`src/cfs_pkg.sv`:
```
// package: constants, register map and carrier types of the charger fault supervisor
package cfs_pkg;
  // ----------------------------------------------------------------
  // register offsets
  // ----------------------------------------------------------------
  localparam logic [7:0] CFS_REG_MAIN  = 8'h00;
  localparam logic [7:0] CFS_REG_FUNC  = 8'h01;
  localparam logic [7:0] CFS_REG_SENSE = 8'h05;
  localparam logic [7:0] CFS_REG_STAT  = 8'h06;
  localparam logic [7:0] CFS_REG_TEST1 = 8'h07;
  localparam logic [7:0] CFS_REG_TEST2 = 8'h10;
  // ----------------------------------------------------------------
  // field positions
  // ----------------------------------------------------------------
  localparam int CFS_MAIN_OVERVOLTAGE_LOCKOUT  = 7;
  localparam int CFS_MAIN_CONV  = 6;
  localparam int CFS_FUNC_TRKL  = 7;
  localparam int CFS_FUNC_WDT   = 4;
  localparam int CFS_FUNC_BAT   = 3;
  localparam int CFS_FUNC_MODE  = 0;
  localparam int CFS_SEL_MSB    = 7;
  localparam int CFS_SEL_LSB    = 6;
  localparam int CFS_LIM_MSB    = 4;
  // ----------------------------------------------------------------
  // reset values
  // ----------------------------------------------------------------
  localparam logic [7:0] CFS_MAIN_RST  = 8'hB1;
  localparam logic [7:0] CFS_FUNC_RST  = 8'hDC;
  localparam logic [7:0] CFS_SENSE_RST = 8'h00;
  localparam logic [7:0] CFS_TEST_RST  = 8'h00;
  localparam logic [6:0] CFS_DEV_ADDR  = 7'h2A;  // arbitrary bus address
  localparam logic [4:0] CFS_FEED_LIM  = 5'h18;  // fixed feed-mode threshold
  // ----------------------------------------------------------------
  // timing
  // ----------------------------------------------------------------
  localparam longint CFS_CLK_HZ     = 200000000;
  localparam longint CFS_SAFETY_MIN = 36;
  localparam longint CFS_SAFETY_CYC = CFS_SAFETY_MIN * 60 * CFS_CLK_HZ;
  localparam longint CFS_WIN_MS     = 87;
  localparam longint CFS_WIN_CYC    = CFS_WIN_MS * CFS_CLK_HZ / 1000;
  localparam longint CFS_WDT_S      = 42;
  localparam longint CFS_WDT_CYC    = CFS_WDT_S * CFS_CLK_HZ;
  // ----------------------------------------------------------------
  // types
  // ----------------------------------------------------------------
  typedef struct packed {
    logic undervoltage_lockout;
    logic overvoltage_lockout;
    logic thermal_trip;
    logic cycle_current_limit;
    logic aux_low;
    logic aux_high;
    logic trickle_active;
    logic precharge_active;
    logic fastcharge_active;
    logic taper_active;
    logic charge_go;
    logic cycle_go;
  } cfs_sense_t;
  typedef struct packed {
    logic [7:0] addr;
    logic [7:0] data;
    logic       wr;
  } cfs_wr_t;
  typedef enum logic [2:0] {
    I_IDLE = 3'b000,
    I_ADDR = 3'b001,
    I_REG  = 3'b010,
    I_WDAT = 3'b011,
    I_ACK  = 3'b100,
    I_RDAT = 3'b101,
    I_RACK = 3'b110
  } cfs_i2c_t;
endpackage : cfs_pkg

```
`src/cfs_supervisor.sv`:
```
// module: charger fault supervisor with two-wire register slave
// Functional notes
// [RL1] sense selector: 00 output current, 01 battery/3, 10 supply/8; 11 forbidden
// [RL2] five-bit input limit code, 100 mA steps, 0 to 2400 mA
// [RL3] host never writes limit codes 11001 to 11111
// [RL4] limit used only in constant current; host programs with margin
// [RL5] status register is read-only; writes to it change nothing
// [RL6] status bits 7..4 show trickle, pre, fast, taper charge
// [RL7] status bits 3..0 show supply, thermal, battery, watchdog faults
// [RL8] fault bits clear when converter enable is written to one
// [RL9] host never accesses test registers 07h and 10h; both reset 00h
// [RL10] undervoltage turns converter off, state pin high, sets supply flag
// [RL11] overvoltage acts only when enabled; same shutdown and supply flag
// [RL12] thermal trip turns converter off, state pin high, sets thermal flag
// [RL13] fault flags hold until converter enable written one or reset
// [RL14] host restarts converter itself after a fault; no auto restart
// [RL15] high-side current at limit: high side off, low side on, per cycle
// [RL16] threshold from limit code in charge mode, fixed value in feed mode
// [RL17] battery check only in charge mode, when enabled, trickle in use
// [RL18] battery check arms only if aux sense low at charge start; code also arms it on an aux rise inside the taper window
// [RL19] safety timer runs through trickle; 36 minutes means battery missing
// [RL20] timer restarts if aux sense rises within 87 ms of taper entry
// [RL21] battery missing turns converter off, state pin high, sets flag
// [RL22] watchdog 42 s while enabled and on; acknowledge restarts it
// [RL23] converter enable is main control bit 6, reset off
// [RL24] state pin low while converter runs, high while off
// [RL25] function register: bit0 mode, bit4 watchdog, bit3 battery check
// [RL26] fault in same cycle as enable write wins; converter stays off
`timescale 1ns/1ps
module cfs_supervisor
  import cfs_pkg::*;
#(
  parameter logic [6:0] DEV_ADDR      = CFS_DEV_ADDR,
  parameter logic [4:0] FEED_LIMIT    = CFS_FEED_LIM,
  parameter longint     SAFETY_CYCLES = CFS_SAFETY_CYC,
  parameter longint     WINDOW_CYCLES = CFS_WIN_CYC,
  parameter longint     WDT_CYCLES    = CFS_WDT_CYC
) (
  // clock, reset, enable
  input  wire logic       clk_sys,
  input  wire logic       rst,
  input  wire logic       ce,
  // two-wire register bus
  input  wire logic       scl_in,
  input  wire logic       sda_in,
  output logic            sda_out,
  output logic            sda_oe,
  // comparators and charge phase from the analog side
  input  wire cfs_sense_t cmp,
  // converter control
  output logic            converter_on,
  output logic            state_pin,
  output logic [1:0]      sense_out_select,
  output logic [4:0]      limit_code_out,
  output logic            hs_off_ls_on
);
  localparam logic [39:0] SAFE_M1 = 40'(SAFETY_CYCLES - 1);
  localparam logic [27:0] WIN_M1  = 28'(WINDOW_CYCLES - 1);
  localparam logic [35:0] WDT_M1  = 36'(WDT_CYCLES - 1);

  // ----------------------------------------------------------------
  // input synchronisers
  // ----------------------------------------------------------------
  logic [1:0] bus_m, bus_s, bus_p;  // {scl, sda}
  cfs_sense_t cmp_m, s, sp;
  // second stage feeds logic; first stage is read by nothing else
  always_ff @(posedge clk_sys or posedge rst) begin
    if (rst) begin
      bus_m <= 2'h3;
      bus_s <= 2'h3;
      bus_p <= 2'h3;
      cmp_m <= '0;
      s     <= '0;
      sp    <= '0;
    end else if (ce) begin
      bus_m <= {scl_in, sda_in};
      bus_s <= bus_m;
      bus_p <= bus_s;
      cmp_m <= cmp;
      s     <= cmp_m;
      sp    <= s;
    end
  end

  logic scl_rise, scl_fall, start_ev, stop_ev, sda_s;
  assign sda_s    = bus_s[0];
  assign scl_rise = bus_s[1] & ~bus_p[1];
  assign scl_fall = ~bus_s[1] & bus_p[1];
  assign start_ev = bus_s[1] & bus_p[1] & bus_p[0] & ~bus_s[0];
  assign stop_ev  = bus_s[1] & bus_p[1] & ~bus_p[0] & bus_s[0];

  // ----------------------------------------------------------------
  // registers and read mux
  // ----------------------------------------------------------------
  logic [7:0] main_ctrl, func_ctrl, sense_cfg, rdata, ptr;
  logic [3:0] flags;  // supply, thermal, battery, watchdog
  cfs_wr_t    wr;

  // status has no storage of its own: phases are live, flags are latched
  always_comb begin
    unique case (ptr)
      CFS_REG_MAIN:  rdata = {main_ctrl[7], converter_on, main_ctrl[5:0]};
      CFS_REG_FUNC:  rdata = func_ctrl;
      CFS_REG_SENSE: rdata = sense_cfg;
      CFS_REG_STAT:  rdata = {s.trickle_active, s.precharge_active,  // see [RL6]
                             s.fastcharge_active, s.taper_active,
                             flags};                                // see [RL7]
      default:       rdata = CFS_TEST_RST;
    endcase
  end

  // writes to status and test offsets fall through and are dropped
  always_ff @(posedge clk_sys or posedge rst) begin
    if (rst) begin
      main_ctrl <= CFS_MAIN_RST;
      func_ctrl <= CFS_FUNC_RST;
      sense_cfg <= CFS_SENSE_RST;
    end else if (ce && wr.wr) begin
      case (wr.addr)
        CFS_REG_MAIN:  main_ctrl <= wr.data;
        CFS_REG_FUNC:  func_ctrl <= wr.data;                        // see [RL25]
        CFS_REG_SENSE: sense_cfg <= wr.data;                        // see [RL1] [RL2]
        default:       ;                                            // see [RL5]
      endcase
    end
  end
  assign sense_out_select = sense_cfg[CFS_SEL_MSB:CFS_SEL_LSB];     // see [RL1]

  // ----------------------------------------------------------------
  // two-wire slave
  // ----------------------------------------------------------------
  cfs_i2c_t   st, back;
  logic [7:0] sh;
  logic [3:0] cnt;
  logic       rw, ack_pulse;

  // no auto-increment: repeated data bytes hit the same pointer
  always_ff @(posedge clk_sys or posedge rst) begin
    if (rst) begin
      st <= I_IDLE;
      back <= I_IDLE;
      sh <= 8'h00;
      cnt <= 4'h0;
      ptr <= 8'h00;
      rw <= 1'h0;
      sda_oe <= 1'h0;
      wr <= '0;
      ack_pulse <= 1'h0;
    end else if (ce) begin
      wr.wr <= 1'h0;
      ack_pulse <= 1'h0;
      if (start_ev) begin
        st <= I_ADDR;
        cnt <= 4'h0;
        sda_oe <= 1'h0;
      end else if (stop_ev) begin
        st <= I_IDLE;
        sda_oe <= 1'h0;
      end else if (scl_rise) begin
        unique case (st)
          I_ADDR, I_REG, I_WDAT: begin
            sh <= {sh[6:0], sda_s};
            cnt <= cnt + 4'h1;
          end
          I_RDAT: begin
            sh <= {sh[6:0], 1'h0};
            cnt <= cnt + 4'h1;
          end
          I_RACK: begin
            if (sda_s) begin
              st <= I_IDLE;  // master refused: end of read
            end else begin
              sh <= rdata;
              cnt <= 4'h0;
              st <= I_RDAT;
            end
          end
          default: ;
        endcase
      end else if (scl_fall) begin
        unique case (st)
          I_ADDR: if (cnt == 4'h8) begin
            if (sh[7:1] == DEV_ADDR) begin
              rw <= sh[0];
              sda_oe <= 1'h1;
              ack_pulse <= 1'h1;
              back <= I_ADDR;
              st <= I_ACK;
            end else begin
              st <= I_IDLE;
            end
          end
          I_REG: if (cnt == 4'h8) begin
            ptr <= sh;
            sda_oe <= 1'h1;
            ack_pulse <= 1'h1;
            back <= I_REG;
            st <= I_ACK;
          end
          I_WDAT: if (cnt == 4'h8) begin
            wr <= '{addr: ptr, data: sh, wr: 1'h1};
            sda_oe <= 1'h1;
            ack_pulse <= 1'h1;
            back <= I_WDAT;
            st <= I_ACK;
          end
          I_ACK: begin
            cnt <= 4'h0;
            if (back == I_ADDR && rw) begin
              sh <= rdata;
              sda_oe <= ~rdata[7];
              st <= I_RDAT;
            end else begin
              sda_oe <= 1'h0;
              st <= (back == I_ADDR) ? I_REG : I_WDAT;
            end
          end
          I_RDAT: begin
            if (cnt == 4'h8) begin
              sda_oe <= 1'h0;
              st <= I_RACK;
            end else begin
              sda_oe <= ~sh[7];
            end
          end
          default: ;
        endcase
      end
    end
  end
  // open drain: the line is only ever pulled low
  always_ff @(posedge clk_sys or posedge rst) begin
    if (rst) sda_out <= 1'h0;
    else if (ce) sda_out <= 1'h0;
  end

  // ----------------------------------------------------------------
  // watchdog
  // ----------------------------------------------------------------
  logic [35:0] wdt_cnt;
  logic        wdt_run, wdt_ev;
  assign wdt_run = func_ctrl[CFS_FUNC_WDT] & converter_on;
  assign wdt_ev  = wdt_run & ~ack_pulse & (wdt_cnt == WDT_M1);      // see [RL22]
  always_ff @(posedge clk_sys or posedge rst) begin
    if (rst) wdt_cnt <= '0;
    else if (ce) begin
      if (!wdt_run || ack_pulse || wdt_ev) wdt_cnt <= '0;           // see [RL22]
      else wdt_cnt <= wdt_cnt + 36'h1;
    end
  end

  // ----------------------------------------------------------------
  // battery-missing safety timer
  // ----------------------------------------------------------------
  logic [39:0] bat_cnt;
  logic [27:0] win_cnt;
  logic        bat_ok, bat_armed, second, win_open, bat_run, bat_ev;
  assign bat_ok  = func_ctrl[CFS_FUNC_BAT] & ~func_ctrl[CFS_FUNC_MODE]
                 & func_ctrl[CFS_FUNC_TRKL];                        // see [RL17]
  assign bat_run = bat_ok & bat_armed & converter_on & (s.trickle_active | second);
  assign bat_ev  = bat_run & (bat_cnt == SAFE_M1);                  // see [RL19]
  // second pass keeps counting after taper entry until the limit
  always_ff @(posedge clk_sys or posedge rst) begin
    if (rst) begin
      bat_cnt <= '0;
      win_cnt <= '0;
      bat_armed <= 1'h0;
      second <= 1'h0;
      win_open <= 1'h0;
    end else if (ce) begin
      if (s.taper_active && !sp.taper_active) begin
        win_open <= 1'h1;
        win_cnt <= '0;
      end else if (win_open) begin
        win_open <= (win_cnt != WIN_M1);
        win_cnt <= win_cnt + 28'h1;
      end
      if (!bat_ok || bat_ev) begin
        bat_armed <= 1'h0;
        second <= 1'h0;
      end else if (s.charge_go && !sp.charge_go) begin
        bat_armed <= s.aux_low;                                     // see [RL18]
        second <= 1'h0;
        bat_cnt <= '0;                                              // see [RL19]
      end else if (win_open && s.aux_high && !sp.aux_high) begin
        bat_armed <= 1'h1;                                          // see [RL20]
        second <= 1'h1;
        bat_cnt <= '0;
      end else if (bat_run) begin
        bat_cnt <= bat_cnt + 40'h1;
      end
    end
  end

  // ----------------------------------------------------------------
  // fault latching and converter enable
  // ----------------------------------------------------------------
  logic [3:0] set_vec, next_flags;
  logic       clr_req, main_wr, next_on;
  assign set_vec = {s.undervoltage_lockout                          // see [RL10]
                    | (s.overvoltage_lockout & main_ctrl[CFS_MAIN_OVERVOLTAGE_LOCKOUT]), // see [RL11]
                    s.thermal_trip,                                 // see [RL12]
                    bat_ev,                                         // see [RL21]
                    wdt_ev};                                        // see [RL22]
  assign main_wr = wr.wr & (wr.addr == CFS_REG_MAIN);
  assign clr_req = main_wr & wr.data[CFS_MAIN_CONV];
  // a new fault is ORed in after the clear so it is never lost
  assign next_flags = set_vec | (clr_req ? 4'h0 : flags);           // see [RL8] [RL13]
  assign next_on = (|set_vec) ? 1'h0 :                              // see [RL26]
                   main_wr ? wr.data[CFS_MAIN_CONV] : converter_on; // see [RL23]
  always_ff @(posedge clk_sys or posedge rst) begin
    if (rst) begin
      flags <= 4'h0;
      converter_on <= 1'h0;
      state_pin <= 1'h1;
    end else if (ce) begin
      flags <= next_flags;
      converter_on <= next_on;
      state_pin <= ~next_on;                                        // see [RL24]
    end
  end

  // ----------------------------------------------------------------
  // cycle-by-cycle current limit
  // ----------------------------------------------------------------
  // a trip holds only until the next switching cycle begins
  always_ff @(posedge clk_sys or posedge rst) begin
    if (rst) begin
      hs_off_ls_on <= 1'h0;
      limit_code_out <= 5'h00;
    end else if (ce) begin
      if (s.cycle_current_limit) hs_off_ls_on <= 1'h1;              // see [RL15]
      else if (s.cycle_go && !sp.cycle_go) hs_off_ls_on <= 1'h0;
      limit_code_out <= func_ctrl[CFS_FUNC_MODE] ? FEED_LIMIT       // see [RL16]
                        : sense_cfg[CFS_LIM_MSB:0];
    end
  end
endmodule : cfs_supervisor

```
`config.mk`:
```
export PLATFORM = sky130hd
export DESIGN_NAME = cfs_supervisor
export DESIGN_NICKNAME = d
export VERILOG_FILES = /design/src/cfs_pkg.sv /design/src/cfs_supervisor.sv
export SDC_FILE = /design/constraint.sdc
export NUM_CORES = 1
export LEC_CHECK = 0
export ABC_AREA = 0
export ABC_CLOCK_PERIOD_IN_PS = 15250
export BUFFER_PORTS_ARGS = -buffer_cell sky130_fd_sc_hd__buf_4
export CORE_ASPECT_RATIO = 0.75
export CORE_UTILIZATION = 28
export CTS_CLUSTER_SIZE = 24
export DETAILED_ROUTE_END_ITERATION = 7
export SYNTH_ARGS = -nofsm -noshare
export SYNTH_HDL_FRONTEND = slang
export SYNTH_SLANG_ARGS = --single-unit
```
`constraint.sdc`:
```
create_clock -name clk_sys -period 15.25 [get_ports clk_sys]
set_input_delay 0.7625 -clock clk_sys [delete_from_list [all_inputs] [get_ports clk_sys]]
set_output_delay 0.7625 -clock clk_sys [all_outputs]
set_load 0.03 [all_outputs]
```
# Word-level counts from Yosys, hierarchy flattened
# Index checks and enable logic that the tools add are counted.
dict set report totals {
  output_inout_bits 12
  register_bits 223
  inputBits 17
}
dict set report classes {
  reduce_logical 51
  add_sub_neg 4
  mux 75
  n_bitwise 35
  eq_ne 34
}
# op count
set ops {}
lappend ops {{2-to-1 mux 40 bit} 3}
lappend ops {{2-to-1 mux 28 bit} 2}
lappend ops {{2-to-1 mux 3 bit} 15}
lappend ops {{adder 40 x 1 -> 40 bit, second input constant} 1}
lappend ops {{equality test 40 x 39 -> 1 bit, second input constant} 1}
lappend ops {{2-to-1 mux 8 bit} 5}
lappend ops {{adder 36 x 1 -> 36 bit, second input constant} 1}
lappend ops {{equality test 36 x 33 -> 1 bit, second input constant} 1}
lappend ops {{2-to-1 mux 36 bit} 1}
lappend ops {{2-to-1 mux 1 bit} 34}
lappend ops {{one-hot mux 8 bit (4 select lines)} 1}
lappend ops {{adder 28 x 1 -> 28 bit, second input constant} 1}
lappend ops {{2-to-1 mux 4 bit} 7}
lappend ops {{!= test 28 x 25 -> 1 bit, second input constant} 1}
lappend ops {{AND reduction 7 bit} 4}
lappend ops {{equality test 8 x 3 -> 1 bit, second input constant} 3}
lappend ops {{one-hot mux 8 bit (3 select lines)} 1}
lappend ops {{AND 1 bit} 19}
lappend ops {{nonzero test 3 bit} 6}
lappend ops {{equality test 8 x 1 -> 1 bit, second input constant} 2}
lappend ops {{logical NOT 8 bit} 2}
lappend ops {{AND reduction 8 bit} 2}
lappend ops {{inverter 1 bit} 13}
lappend ops {{!= test 4 x 1 -> 1 bit, second input constant} 3}
lappend ops {{35 further kinds} 70}

# Depth between registers and ports, before layout
# Gate-level depths: netlist (run 1).
dict set report logic_depth {
  depth_word 10
  mapped_depth 11
  ltp_nobuf 8
}

# Least setup slack after synthesis (run 1)
# Ideal clock, no wire load.
dict set report synth_timing {
  path_type {register -> register}
  from {reg bus_p[1]}
  to {reg wr[16] in the netlist's numbering}
  path_stages_with_launch 11
  period_less_slack_ps 2410
  arrival_ps 2285
  required_time_ps 15125
  slack_ps 12840
  cell_sequence {dfstp_2 > inv_1 > ha_1 > clkbuf_1 > nor2b_1 > nand2_1 > nor3_1 > and3_1 > buf_2 > buf_2 > mux2_2}
}
dict set report synth_between {
  elab_chain_cells 5
}
# item line
set synth_rtl {}
lappend synth_rtl {{start: declaration} cfs_supervisor.sv:64} ;# logic [1:0] bus_m, bus_s, bus_p;
lappend synth_rtl {{start signal: assignment} cfs_supervisor.sv:78} ;# bus_p <= bus_s;
lappend synth_rtl {{AND 1 bit} {cfs_supervisor.sv:89, cfs_supervisor.sv:90}}
lappend synth_rtl {{AND 1 bit, on equally long branches (2 in a row)} {cfs_supervisor.sv:90, cfs_supervisor.sv:89}}
lappend synth_rtl {{inverter 1 bit (no source line)} n/a}
lappend synth_rtl {{AND reduction 7 bit (no source line) (*)} n/a}
lappend synth_rtl {{end signal: assignment} cfs_supervisor.sv:201} ;# wr <= '{addr: ptr, data: sh, wr: 1'h1};
lappend synth_rtl {{end: declaration} cfs_supervisor.sv:97} ;# cfs_wr_t wr;
# Every way passes the cells marked *; elsewhere a longest branch is shown, timed or not.
# A chain may end at the register's enable or synchronous reset.

# Final worst setup path (run 1)
dict set report layout_timing {
  from {reg bat_cnt[33]}
  to {reg bat_cnt[27]}
}
dict set report layout_between {
  elab_chain_cells 5
}
# item line
set layout_rtl {}
lappend layout_rtl {{start: declaration} cfs_supervisor.sv:255} ;# logic [39:0] bat_cnt;
lappend layout_rtl {{start signal: assignment} cfs_supervisor.sv:290} ;# bat_cnt <= bat_cnt + 40'h1;
lappend layout_rtl {{equality test 40 x 39 -> 1 bit} cfs_supervisor.sv:261} ;# assign bat_ev = bat_run & (bat_cnt == SAFE_M1);
lappend layout_rtl {{AND 1 bit} cfs_supervisor.sv:261}
lappend layout_rtl {{logical OR 1 bit} cfs_supervisor.sv:278} ;# if (!bat_ok || bat_ev) begin
lappend layout_rtl {{inverter 1 bit (no source line)} n/a}
lappend layout_rtl {{AND reduction 3 bit (no source line)} n/a}
# Every way passes these cells.

==> results of run 1 <==
[cell type report]
type	instances	area (µm²)	area share [%]
sequential	221	5550	44.1
multi-input combinational	783	5140	40.9
clock buffer	29	651	5.18
tap	512	641	5.10
clock inverter	15	258	2.05
timing repair buffer	33	248	1.97
inverter	20	82.6	0.657
[power by group through the flow]
stage                     clock network [mW]  logic (mW)  registers, mW
final                                  0.666       0.150          0.653
after global routing                   0.710       0.169          0.656
after CTS                              0.685       0.151          0.652
after detailed placement                   0       0.149          0.662
after global placement                     0       0.147          0.661
after floorplan                            0       0.118          0.648
[cells by family (layout without fill, tap and decap cells)]
group,Yosys count,after routing
other,1,1
XOR/XNOR,56,56
multiplexers,100,100
AO/OA/AOI/OAI,207,207
AND/OR/NAND/NOR,411,411
flip-flops,221,221
buffers and inverters,69,97
adder cells (fa/ha/maj),8,8
[placed cells by master (no fill, tap or decap), types with 7 or more instances in the layout]
cell       instances
xnor2_1           19
mux2_2            96
nand4_1           28
o31ai_1           25
dfstp_2           16
a21oi_1           25
and4_1             9
o21ai_0           79
nand3_1           48
bufinv_16          7
inv_1             19
nor2b_1            9
a22oi_1            7
nand2b_1          10
nor4_1            14
clkbuf_16         25
nor2_1           118
nor3_1            19
o41ai_1            8
and2_1             9
dfrtp_1          205
ha_1               8
and3_1            23
or4_1              9
nand2_1           77
a31oi_1           21
buf_4             33
xor2_1            37
[metal layers]
layer  vias up  global-route usage, %  wire [µm]
met5         -                      0          0
met4         0                   2.90        479
met3        32                   2.99       1410
met2       185                   17.4      10300
met1      3992                   19.4      12800
li1       3907                      -          -
[state kept, by name (all words and copies together) (netlist names), 3 cells and up]
signal,cells
wr,17
cmp_m,12
sh,8
flags,4
ptr,8
cnt,4
func_ctrl,8
limit_code_out,5
st,3
sp,4
win_cnt,28
main_ctrl,7
sense_cfg,8
bat_cnt,40
wdt_cnt,36
s,12
[final timing paths]
| path | to | cells past startpoint | from |
|---|---|---|---|
| min in group clk_sys | cmp_m[11] | 2 | cmp[11] |
| max | bat_cnt[27] | 6 | bat_cnt[33] |
| min reg2reg | wr[0] | 1 | wr[0] |
| max in group asynchronous | rw | 4 | rst |
| min | bat_cnt[26] | 2 | rst |
| max reg2reg | bat_cnt[27] | 6 | bat_cnt[33] |
[worst register-to-register path, cell delays in order (launching register included)]
cell and delay (ps):
dfrtp_1 450, or4b_2 660, nor4_1 420, and4_4 340, or3_1 960, o21ai_0 280
o31ai_1 130
[per-stage QoR]
| stage | worst slack, ps | hold WS [ps] | instances | power, mW |
|---|---|---|---|---|
| 2_1_floorplan | 8460 | 444 | 1073 | 0.767 |
| 3_3_place_gp | 11810 | 459 | 1569 | 0.808 |
| 3_5_place_dp | 11790 | 468 | 1569 | 0.811 |
| 4_1_cts | 11930 | 345 | 1613 | 1.49 |
| 5_1_grt | 11740 | 367 | 1613 | 1.54 |
| 6_report | 11920 | 313 | 1613 | 1.47 |
==> summary.md, run 1 <==
| Metric | Value |
|---|---|
| Hpwl dp | `about 17 mm` |
| Setup violators final | `0` |
| Drt wl/cell | `about 15 µm` |
| Static Leak | `around 5.3 nW` |
| Cell taking the most area after synthesis | `dfrtp_1` |
| DIE AREA | `40100 µm²` |
| Synthesized area | `11000 µm²` |
| Crit path launch type | `flip-flop` |
| Layout area overhead | `14.4%` |
| First-pass GRT wire length | `41.7 mm` |
| Layout net count | `between 1000 and 1500` |
| Slowest CP cell | `or3_1` |
| GPL Wtd Cong | `a little over 0.8` |
| Slew headroom | `between 15 and 20%` |
| Filler cells | `around 3900` |
| Number of buffers added for setup after CTS | `0` |
| MaxCap Viol Count | `0` |
| Crit path cell chain | `or4b_2, nor4_1, and4_4, or3_1, o21ai_0, o31ai_1` |
| Vias | `about 8000` |
| Number of H-tree levels | `1` |
| # diodes | `0` |
| Initial core utilization | `between 20% and 30%` |
| CP top delay family | `simple AND/OR/NAND/NOR gates` |
| Post-CTS resize count | `0` |
| Vias in the first global route | `between 7000 and 8000` |
| Worst Tran Pin Value | `1270 ps` |
| Clk network pwr share | `about 45%` |
| CTS max path bufs | `3` |
| Via density | `between 5 and 6` |
| P_int | `between 1 and 1.5 mW` |
| Fin. max-slew vios | `0` |
| Antenna violations before repair | `0` |
| Clock-pin slew on the worst setup and hold paths | `~60 ps` |
| Compound-Gate Fraction of Synth Area | `about an eighth` |
| Drt first pass iters | `5` |
| Combinational Power Share | `between 10 and 15%` |
| FP Rows | `62` |
| Die Span X | `about 230 µm` |
| Setup crit end kind | `flip-flop` |
| Area contributors post-synth | `dfrtp_1, mux2_2, nor2_1, dfstp_2, o21ai_0` |
| Design area | `~13000 µm²` |
| Hold Buf Count CTS | `0` |
| Crit path largest cell delay | `~960 ps` |
| Util after Layout | `between 30% and 40%` |
| Clock root buffer | `clkbuf_16` |
| Final hold violations | `0` |
| CTS tree | `done` |
| Switching part of the total | `around a quarter` |
| Fin Clk Skew | `around 15 ps` |
| Type of the tightest min-delay check | `in2async` |
| Post-synth net total | `between 1000 and 1500` |
| Largest net degree at the start of global routing | `around 90` |
| Mux share of post-synthesis cell area | `around a tenth` |
| Final min period | `between 3000 and 4000 ps` |
| Residual DRC | `0` |
| Syn Area/Cell | `between 10 and 15 µm²` |
| Die Y | `~170 µm` |
| Worst skew pair latency | `roughly 530 ps` |
| Sequential area share after synthesis | `50.5%` |
| Yosys cell types | `65` |
| Adder-cell share of the synthesized area | `less than 1%` |
| DP Area | `between 10000 and 15000 µm²` |
| Post-synth EDFFs | `0` |
| Worst path bufs/invs | `0` |
| Main flop type after synthesis | `dfrtp_1` |
| Power per cell area | `about 120 nW/µm²` |
| Synthesized instance count | `1073` |
| Yosys top cell area share | `between 40% and 50%` |
| Outcome | `complete, no violations` |
| Number of port buffers | `27` |
| CP Data Arrival Time | `~3800 ps` |
| Worst Path Required | `around 16000 ps` |
| FFs w/ async S/R, synth | `between 90% and 100%` |
| Total congestion overflow | `0` |
| Setup TNS | `0 ps` |
| RSZ-0062 raised after global routing | `false` |
| Sequential power share | `44.4%` |
| Number of nets with antenna violations after routing | `0` |
| CTS buffer count | `24` |
| Simple logic cell fraction of the synthesized area | `approximately 19%` |
| Flop2flop setup slack | `around 12000 ps` |
| Max Freq | `300 MHz` |
| GRT Total Usage | `between 10% and 20%` |
| List of most frequent post-synthesis cells | `dfrtp_1, nor2_1, mux2_2` |
| Core Region | `between 30000 and 40000 µm²` |
| Share of post-route cells with drive strength above 1 | `18.7%` |
| Switching power | `~0.37 mW` |
| Routed Wire Length | `about 25 mm` |
| XOR/XNOR share of the synthesized area | `about 4.5%` |
| CP Class | `reg2reg` |
| Final worst-path cycle share | `21.8%` |
| Initial drt markers | `between 700 and 800` |
| Synth Register Bits | `approximately 220` |
| Count leader, synth | `dfrtp_1` |
| Main combinational cell family by area after synthesis | `simple AND/OR/NAND/NOR gates` |
| # IOs | `29` |
| Clock Sinks | `221` |
| Crit-path max FO | `roughly 40` |
| VDD IR max | `~67 µV` |
| Synth warnings | `0` |
Note: power is estimated with default switching activity, not from simulation.
==> run 2, diff against run 1 <==
--- a/config.mk
+++ b/config.mk
@@ -5,8 +5,8 @@
 export SDC_FILE = /design/constraint.sdc
 export NUM_CORES = 1
 export LEC_CHECK = 0
-export ABC_AREA = 0
-export ABC_CLOCK_PERIOD_IN_PS = 15250
+export ABC_AREA = 1
+export ABC_CLOCK_PERIOD_IN_PS = 3100
 export BUFFER_PORTS_ARGS = -buffer_cell sky130_fd_sc_hd__buf_4
 export CORE_ASPECT_RATIO = 0.75
 export CORE_UTILIZATION = 28
==> constraint.sdc (replaced) <==
create_clock -name clk_sys -period 3.1 [get_ports clk_sys]
set_input_delay 0.155 -clock clk_sys [delete_from_list [all_inputs] [get_ports clk_sys]]
set_output_delay 0.155 -clock clk_sys [all_outputs]
set_load 0.03 [all_outputs]
==> summary.md, run 2 <==
| Metric | Value |
|---|---|
| Most used cell, CP | `nor2_4` |
| Final WS setup | `758 ps (-11160 ps)` |
| Worst Path Required | `3520 ps (-12150 ps)` |
| Clock root buffer | `clkbuf_16` |
| FFs w/ async S/R, synth | `100% (unchanged)` |
| Outcome | `complete, no violations` |
| Initial core utilization | `28.5% (-0.092 points)` |
| Combinational Power Share | `11.0% (+0.8 points)` |
| Residual DRC | `0 (unchanged)` |
| Sequential area share after synthesis | `44.8% (-5.7 points)` |
| # diodes | `0 (unchanged)` |
| Number of port buffers | `27 (unchanged)` |
| Drt wl/cell | `13.7 µm (-11%)` |
| Crit path cell chain | `ha_1, inv_2, nor2_4, nand3_2, nor2_4, nand3_4, nand4_4, o21ai_1` |
| Main flop type after synthesis | `dfrtp_1` |
| Static Leak | `6.26 nW (+18%)` |
| Total congestion overflow | `0 (unchanged)` |
| Crit-path max FO | `36 (-12%)` |
| Largest registers | `bat_cnt x40, wdt_cnt x36, win_cnt x28` |
| Area contributors post-synth | `dfrtp_1, nand2_1, nor2_1, inv_1, nand3_1` |
| Clock-pin slew on the worst setup and hold paths | `60 ps (about the same)` |
| Routed Wire Length | `31.8 mm (+27%)` |
| Reg2Reg Launch Point | `bat_cnt[0]` |
| P_int | `5.02 mW (+360%)` |
| Commonest non-fill, non-tap cell in the layout | `nand2_1` |
| Post-CTS resize count | `0 (unchanged)` |
| GPL Wtd Cong | `0.934 (+12%)` |
| CP Data Arrival Time | `2760 ps (-990 ps)` |
| CP Class | `reg2reg` |
| # IOs | `29 (unchanged)` |
| Synth warnings | `0 (unchanged)` |
| CTS max path bufs | `3 (unchanged)` |
| Sequential power share | `46.3% (+1.9 points)` |
| GRT Total Usage | `14.3% (+1.8 points)` |
| Design area | `14200 µm² (+13%)` |
| Setup violators final | `0 (unchanged)` |
| Hpwl dp | `23.3 mm (+40%)` |
| Fin. max-slew vios | `0 (unchanged)` |
| Cell taking the most area after synthesis | `dfrtp_1` |
| Post-synth net total | `1703 (+55%)` |
| Worst skew pair latency | `530 ps (about the same)` |
| Worst Tran Pin Value | `886 ps (-382 ps)` |
| Number of H-tree levels | `1 (unchanged)` |
| DIE AREA | `45100 µm² (+13%)` |
| Drt first pass iters | `6 (+1)` |
| Power per cell area | `485 nW/µm² (+320%)` |
| Util after Layout | `32.5% (-0.15 points)` |
| Switching part of the total | `26.8% (+1.7 points)` |
| Hold_ws | `370 ps (+56.7 ps)` |
| Share of post-route cells with drive strength above 1 | `9.60% (-9.1 points)` |
| Layout net count | `1746 (+58%)` |
| Most frequent cells in the layout | `nand2_1, nor2_1, dfrtp_1` |
| Switching power | `1.84 mW (+400%)` |
| Synthesized instance count | `1678 (+56%)` |
| First-pass GRT wire length | `53.0 mm (+27%)` |
| FP Rows | `66 (+6.5%)` |
| VDD IR max | `443 µV (+560%)` |
| Clk network pwr share | `42.7% (-2.6 points)` |
| DP Area | `13200 µm² (+13%)` |
| Yosys top cell area share | `41.4% (-5.3 points)` |
| Core Region | `43500 µm² (+13%)` |
| Max Freq | `427 MHz (+42%)` |
| Filler cells | `4586 (+17%)` |
| Die Y | `184 µm (+6.1%)` |
| MaxCap Viol Count | `0 (unchanged)` |
| Clock Sinks | `221 (unchanged)` |
| Pre-CTS setup slack | `732 ps (-11060 ps)` |
| Syn Area/Cell | `7.38 µm² (-28%)` |
| Overall Power | `6.86 mW (+370%)` |
| Crit path launch type | `flip-flop` |
| Setup TNS | `0 ps (unchanged)` |
| Crit path largest cell delay | `620 ps (-340 ps)` |
| Dpl cells | `2257 (+44%)` |
| Final hold violations | `0 (unchanged)` |
| Type of the tightest min-delay check | `in2async` |
| Vias in the first global route | `10200 (+32%)` |
| Vias | `10800 (+33%)` |
| Fin Clk Skew | `11.7 ps (-2.76 ps)` |
| Most flops, register | `bat_cnt` |
| Slowest CP cell | `nand4_4` |
| Synthesized area | `12400 µm² (+13%)` |
| Non-Filler Instances | `2317 (+44%)` |
| Synth Register Bits | `221 (unchanged)` |
| Antenna violations before repair | `0 (unchanged)` |
| List of most frequent post-synthesis cells | `nand2_1, nor2_1, dfrtp_1` |
| Final min period | `2340 ps (-988 ps)` |
| Yosys cell types | `50 (-23%)` |
| Via density | `4.66 (-7.4%)` |
| Number of flip-flops in the largest register | `40 (unchanged)` |
| CTS buffer count | `24 (unchanged)` |
| CTS tree | `done` |
| Worst Setup SP | `bat_cnt[0]` |
| Post-synth EDFFs | `0 (unchanged)` |
| Setup crit end kind | `flip-flop` |
| RSZ-0062 raised after global routing | `false` |
| Initial drt markers | `943 (+23%)` |
| Largest net degree at the start of global routing | `66 (-28%)` |
| Layout area overhead | `14.2%` |
| Final worst-path cycle share | `75.5% (+54 points)` |
| Slew headroom | `40.8% (+25 points)` |
| Die Span X | `245 µm (+6.1%)` |
| Count leader, synth | `nand2_1` |
| Number of nets with antenna violations after routing | `0 (unchanged)` |
-- run 2: path summary, 6_finish.rpt --
path | to | depth (start not counted) | slack, ps
hold reg to reg | sp[0] | 2 | 470
hold / removal | wdt_cnt[6] | 3 | 370
setup reg to reg | bat_cnt[33] | 8 | 760
min in group clk_sys | cmp_m[4] | 4 | 370
setup / recovery | bat_cnt[33] | 8 | 760
max in group asynchronous | sp[6] | 4 | 1820
-- run 2: cells by family after synthesis --
family,after synthesis,synth area share [%]
DFF,221,44.8
xor gates and xnor gates,58,4.10
adders and majority gates,8,0.808
and+or+nand+nor,995,34.3
buffers and inverters,214,7.40
AOI/OAI and AO/OA,181,8.55
other,1,0.0303
-- run 2: final cells by class --
class / instances / area, µm² / share of cell area [%]
Multi-Input combinational cell: 1243 / 5920 / 41.8
Sequential cell: 221 / 5550 / 39.2
Tap cell: 578 / 723 / 5.11
Clock buffer: 36 / 707 / 5.00
Inverter: 176 / 667 / 4.71
Timing Repair Buffer: 55 / 490 / 3.47
Clock inverter: 8 / 92.6 / 0.654
-- run 2: per-layer routing --
metal  track usage, %  wire length (µm)  vias up
li1                 -                 -     5416
met1             21.9             16400     5093
met2             20.8             12900      238
met3             2.23              1780       45
met4             3.45               631        0
met5                0                 0        -
-- run 2: repair_timing --
action	in CTS	in global routing
hold buffers	16	0
setup buffers	0	0
endpoints found under the hold margin	46	0
-- run 2: power by group through the flow --
stage / Clock (mW) / Combinational (mW) / Sequential [mW]
2_1_floorplan: 0 / 0.497 / 3.22
3_3_place_gp: 0 / 0.738 / 3.22
3_5_place_dp: 0 / 0.746 / 3.23
4_1_cts: 3.02 / 0.766 / 3.18
5_1_grt: 3.11 / 0.871 / 3.20
6_report: 2.93 / 0.757 / 3.18
-- run 2: critical path: cells and delay by family (launching register included) --
| family | cells | cell delay, ps |
|---|---|---|
| fa+ha+maj | 1 | 310 |
| compound gates | 1 | 380 |
| flops | 1 | 450 |
| buf+inv | 1 | 130 |
| simple gates | 5 | 950 |
==> run 3, diff against run 2 <==
--- a/config.mk
+++ b/config.mk
@@ -6,7 +6,7 @@
 export NUM_CORES = 1
 export LEC_CHECK = 0
 export ABC_AREA = 1
-export ABC_CLOCK_PERIOD_IN_PS = 3100
+export ABC_CLOCK_PERIOD_IN_PS = 1880
 export BUFFER_PORTS_ARGS = -buffer_cell sky130_fd_sc_hd__buf_4
 export CORE_ASPECT_RATIO = 0.75
 export CORE_UTILIZATION = 28
==> constraint.sdc (replaced) <==
create_clock -name clk_sys -period 1.88 [get_ports clk_sys]
set_input_delay 0.094 -clock clk_sys [delete_from_list [all_inputs] [get_ports clk_sys]]
set_output_delay 0.094 -clock clk_sys [all_outputs]
set_load 0.03 [all_outputs]
==> summary.md, run 3 (synthesized netlist as in run 2, its figures left out) <==
| Metric | Value |
|---|---|
| Worst Setup SP | `bus_p[1]` |
| Slew headroom | `53.9% (+13 points)` |
| # diodes | `0 (unchanged)` |
| CP Data Arrival Time | `2290 ps (-470 ps)` |
| Crit path largest cell delay | `550 ps (-70 ps)` |
| Via density | `4.66 (about the same)` |
| Switching power | `3.23 mW (+76%)` |
| Worst Tran Pin Value | `689 ps (-197 ps)` |
| Outcome | `complete, no violations` |
| Worst-case reg-to-reg path depth | `10 (+2)` |
| Hold_ws | `218 ps (-152 ps)` |
| RSZ-0062 raised after global routing | `true` |
| Initial drt markers | `888 (-5.8%)` |
| # IOs | `29 (unchanged)` |
| Core Region | `43500 µm² (unchanged)` |
| Combinational Power Share | `12.1% (+1.1 points)` |
| Clock Sinks | `221 (unchanged)` |
| Crit-path max FO | `8 (-78%)` |
| Initial core utilization | `28.5% (unchanged)` |
| CTS buffer count | `24 (unchanged)` |
| Filler cells | `4543 (-0.94%)` |
| Final min period | `1840 ps (-501 ps)` |
| Footprint of the multi-input gates | `6000 µm² (+1.4%)` |
| Layout net count | `1803 (+3.3%)` |
| Routed Wire Length | `32.8 mm (+3.3%)` |
| DP Area | `13700 µm² (+3.9%)` |
| Final worst-path cycle share | `97.9% (+22 points)` |
| Commonest non-fill, non-tap cell in the layout | `nand2_1` |
| CP Class | `reg2reg` |
| Vias | `11100 (+2.5%)` |
| Fin Clk Skew | `29.2 ps (+17.4 ps)` |
| Static Leak | `6.63 nW (+6.0%)` |
| Worst skew pair latency | `550 ps (+20 ps)` |
| CTS tree | `done` |
| Most flops, register | `bat_cnt` |
| Setup violators final | `0 (unchanged)` |
| Number of flip-flops in the largest register | `40 (unchanged)` |
| Setup TNS | `0 ps (unchanged)` |
| Design area | `14900 µm² (+5.1%)` |
| Die Y | `184 µm (unchanged)` |
| GPL Wtd Cong | `0.921 (-1.4%)` |
| Worst Path Required | `2330 ps (-1190 ps)` |
| Number of nets with antenna violations after routing | `0 (unchanged)` |
| Crit path cell chain | `inv_1, ha_2, buf_4, nand2_4, buf_12, o21ai_0, a21oi_1, nand3_1, nand2_1, nand2_1` |
| DIE AREA | `45100 µm² (unchanged)` |
| First-pass GRT wire length | `54.5 mm (+2.8%)` |
| Met2 routed WL | `13.5 mm (+4.2%)` |
| Share of post-route cells with drive strength above 1 | `13.8% (+4.1 points)` |
| Max Freq | `543 MHz (+27%)` |
| Pre-CTS setup slack | `23.6 ps (-708 ps)` |
| P_int | `8.55 mW (+70%)` |
| Sequential power share | `44.6% (-1.7 points)` |
| Power per cell area | `792 nW/µm² (+63%)` |
| Layout area overhead | `20.0%` |
| Most frequent cells in the layout | `nand2_1, nor2_1, dfrtp_1` |
| Most used cell, CP | `nand2_1` |
| MaxCap Viol Count | `0 (unchanged)` |
| Crit path launch type | `flip-flop` |
| Met1 wire length | `16.9 mm (+2.9%)` |
| Register area | `5550 µm² (about the same)` |
| Switching part of the total | `27.4% (+0.61 points)` |
| Flop2flop setup slack | `40 ps (-720 ps)` |
| Clk network pwr share | `43.3% (+0.6 points)` |
| Number of port buffers | `27 (unchanged)` |
| VDD IR max | `616 µV (+39%)` |
| WL met3 | `1.78 mm (+0.28%)` |
| Drt first pass iters | `7 (+1)` |
| Number of H-tree levels | `1 (unchanged)` |
| Largest registers | `bat_cnt x40, wdt_cnt x36, win_cnt x28` |
| Reg2Reg Launch Point | `bus_p[1]` |
| Antenna violations before repair | `0 (unchanged)` |
| Dpl cells | `2306 (+2.2%)` |
| Setup crit end kind | `flip-flop` |
| Max layer used | `met4` |
| Reg2reg end | `sh[1]` |
| CTS max path bufs | `3 (unchanged)` |
| Setup crit end | `sh[1]` |
| Die Span X | `245 µm (unchanged)` |
| Clock-pin slew on the worst setup and hold paths | `70 ps (about the same)` |
| FP Rows | `66 (unchanged)` |
| Final hold violations | `0 (unchanged)` |
| Hpwl dp | `24.6 mm (+5.7%)` |
| Residual DRC | `0 (unchanged)` |
| Largest net degree at the start of global routing | `41 (-38%)` |
| Non-Filler Instances | `2374 (+2.5%)` |
| Fin. max-slew vios | `0 (unchanged)` |
| Slowest CP cell | `dfstp_2` |
| Final WS setup | `39.3 ps (-719 ps)` |
| Drt wl/cell | `13.8 µm (+0.78%)` |
| Clock root buffer | `clkbuf_16` |
| Type of the tightest min-delay check | `in2async` |
| Vias in the first global route | `10500 (+2.9%)` |
| GRT Total Usage | `14.8% (+0.46 points)` |
| Total congestion overflow | `0 (unchanged)` |
-- run 3: cell types whose count changed in the layout (fill, tap and decap cells not counted), moves of 4 or more --
| cell | previous run | this run |
|---|---|---|
| buf_12 | 3 | 15 |
| buf_4 | 36 | 79 |
| nor2_1 | 224 | 218 |
| o21ai_0 | 95 | 91 |
| o21ai_1 | 14 | 18 |
-- run 3: how the worst min path moves through the flow --
stage	startpoint	end	slack [ps]	cells past startpoint
4_1_cts	rst	bat_cnt[31]	230	3
2_1_floorplan	sda_in	bus_m[0]	190	2
3_5_place_dp	rst	bat_cnt[32]	250	2
6_report	rst	bat_cnt[31]	220	3
3_3_place_gp	rst	bat_cnt[32]	250	2
5_1_grt	rst	wdt_cnt[8]	270	3
-- run 3: power by group through the flow --
stage                     Combinational, mW  Sequential, mW  Clock (mW)
after floorplan                       0.819            5.31           0
after global placement                 1.33            5.33           0
after detailed placement               1.33            5.34           0
after CTS                              1.37            5.26        5.24
after global routing                   1.60            5.29        5.43
final                                  1.42            5.26        5.10
-- run 3: worst max-delay path: cells and delay by family, from the launching register on --
family                     cells  cell delay (ps)
buffers and inverters          3              350
AOI/OAI and AO/OA              2              300
adders and majority gates      1              200
DFF                            1              550
and+or+nand+nor                4              340
-- run 3: area by class of cell --
type	instances	share of cell area [%]
clock buffers	31	4.42
clock inverters	13	1.29
inverters	176	4.51
multi-input cells	1243	40.4
flip-flops and latches	221	37.3
well taps	578	4.86
repair buffers	112	7.23
-- run 3: timing repair --
action,in CTS,in global routing
hold buffers,16,0
gates resized for setup,0,31
setup buffers,0,8
endpoints found under the hold margin,31,0
endpoints found under the setup margin,0,50
-- run 3: routing by layer --
layer | GRT usage (%) | up-vias
met3 | 2.55 | 40
met2 | 21.7 | 231
met1 | 22.3 | 5242
li1 | - | 5544
met5 | 0 | -
met4 | 3.40 | 0
-- run 3: metrics by stage --
step / util, % / total power, mW
floorplan: - / 6.12
global placement: 31.5 / 6.65
detailed placement: 31.5 / 6.67
CTS: 33.8 / 11.9
global route: 34.2 / 12.3
finish: 34.2 / 11.8
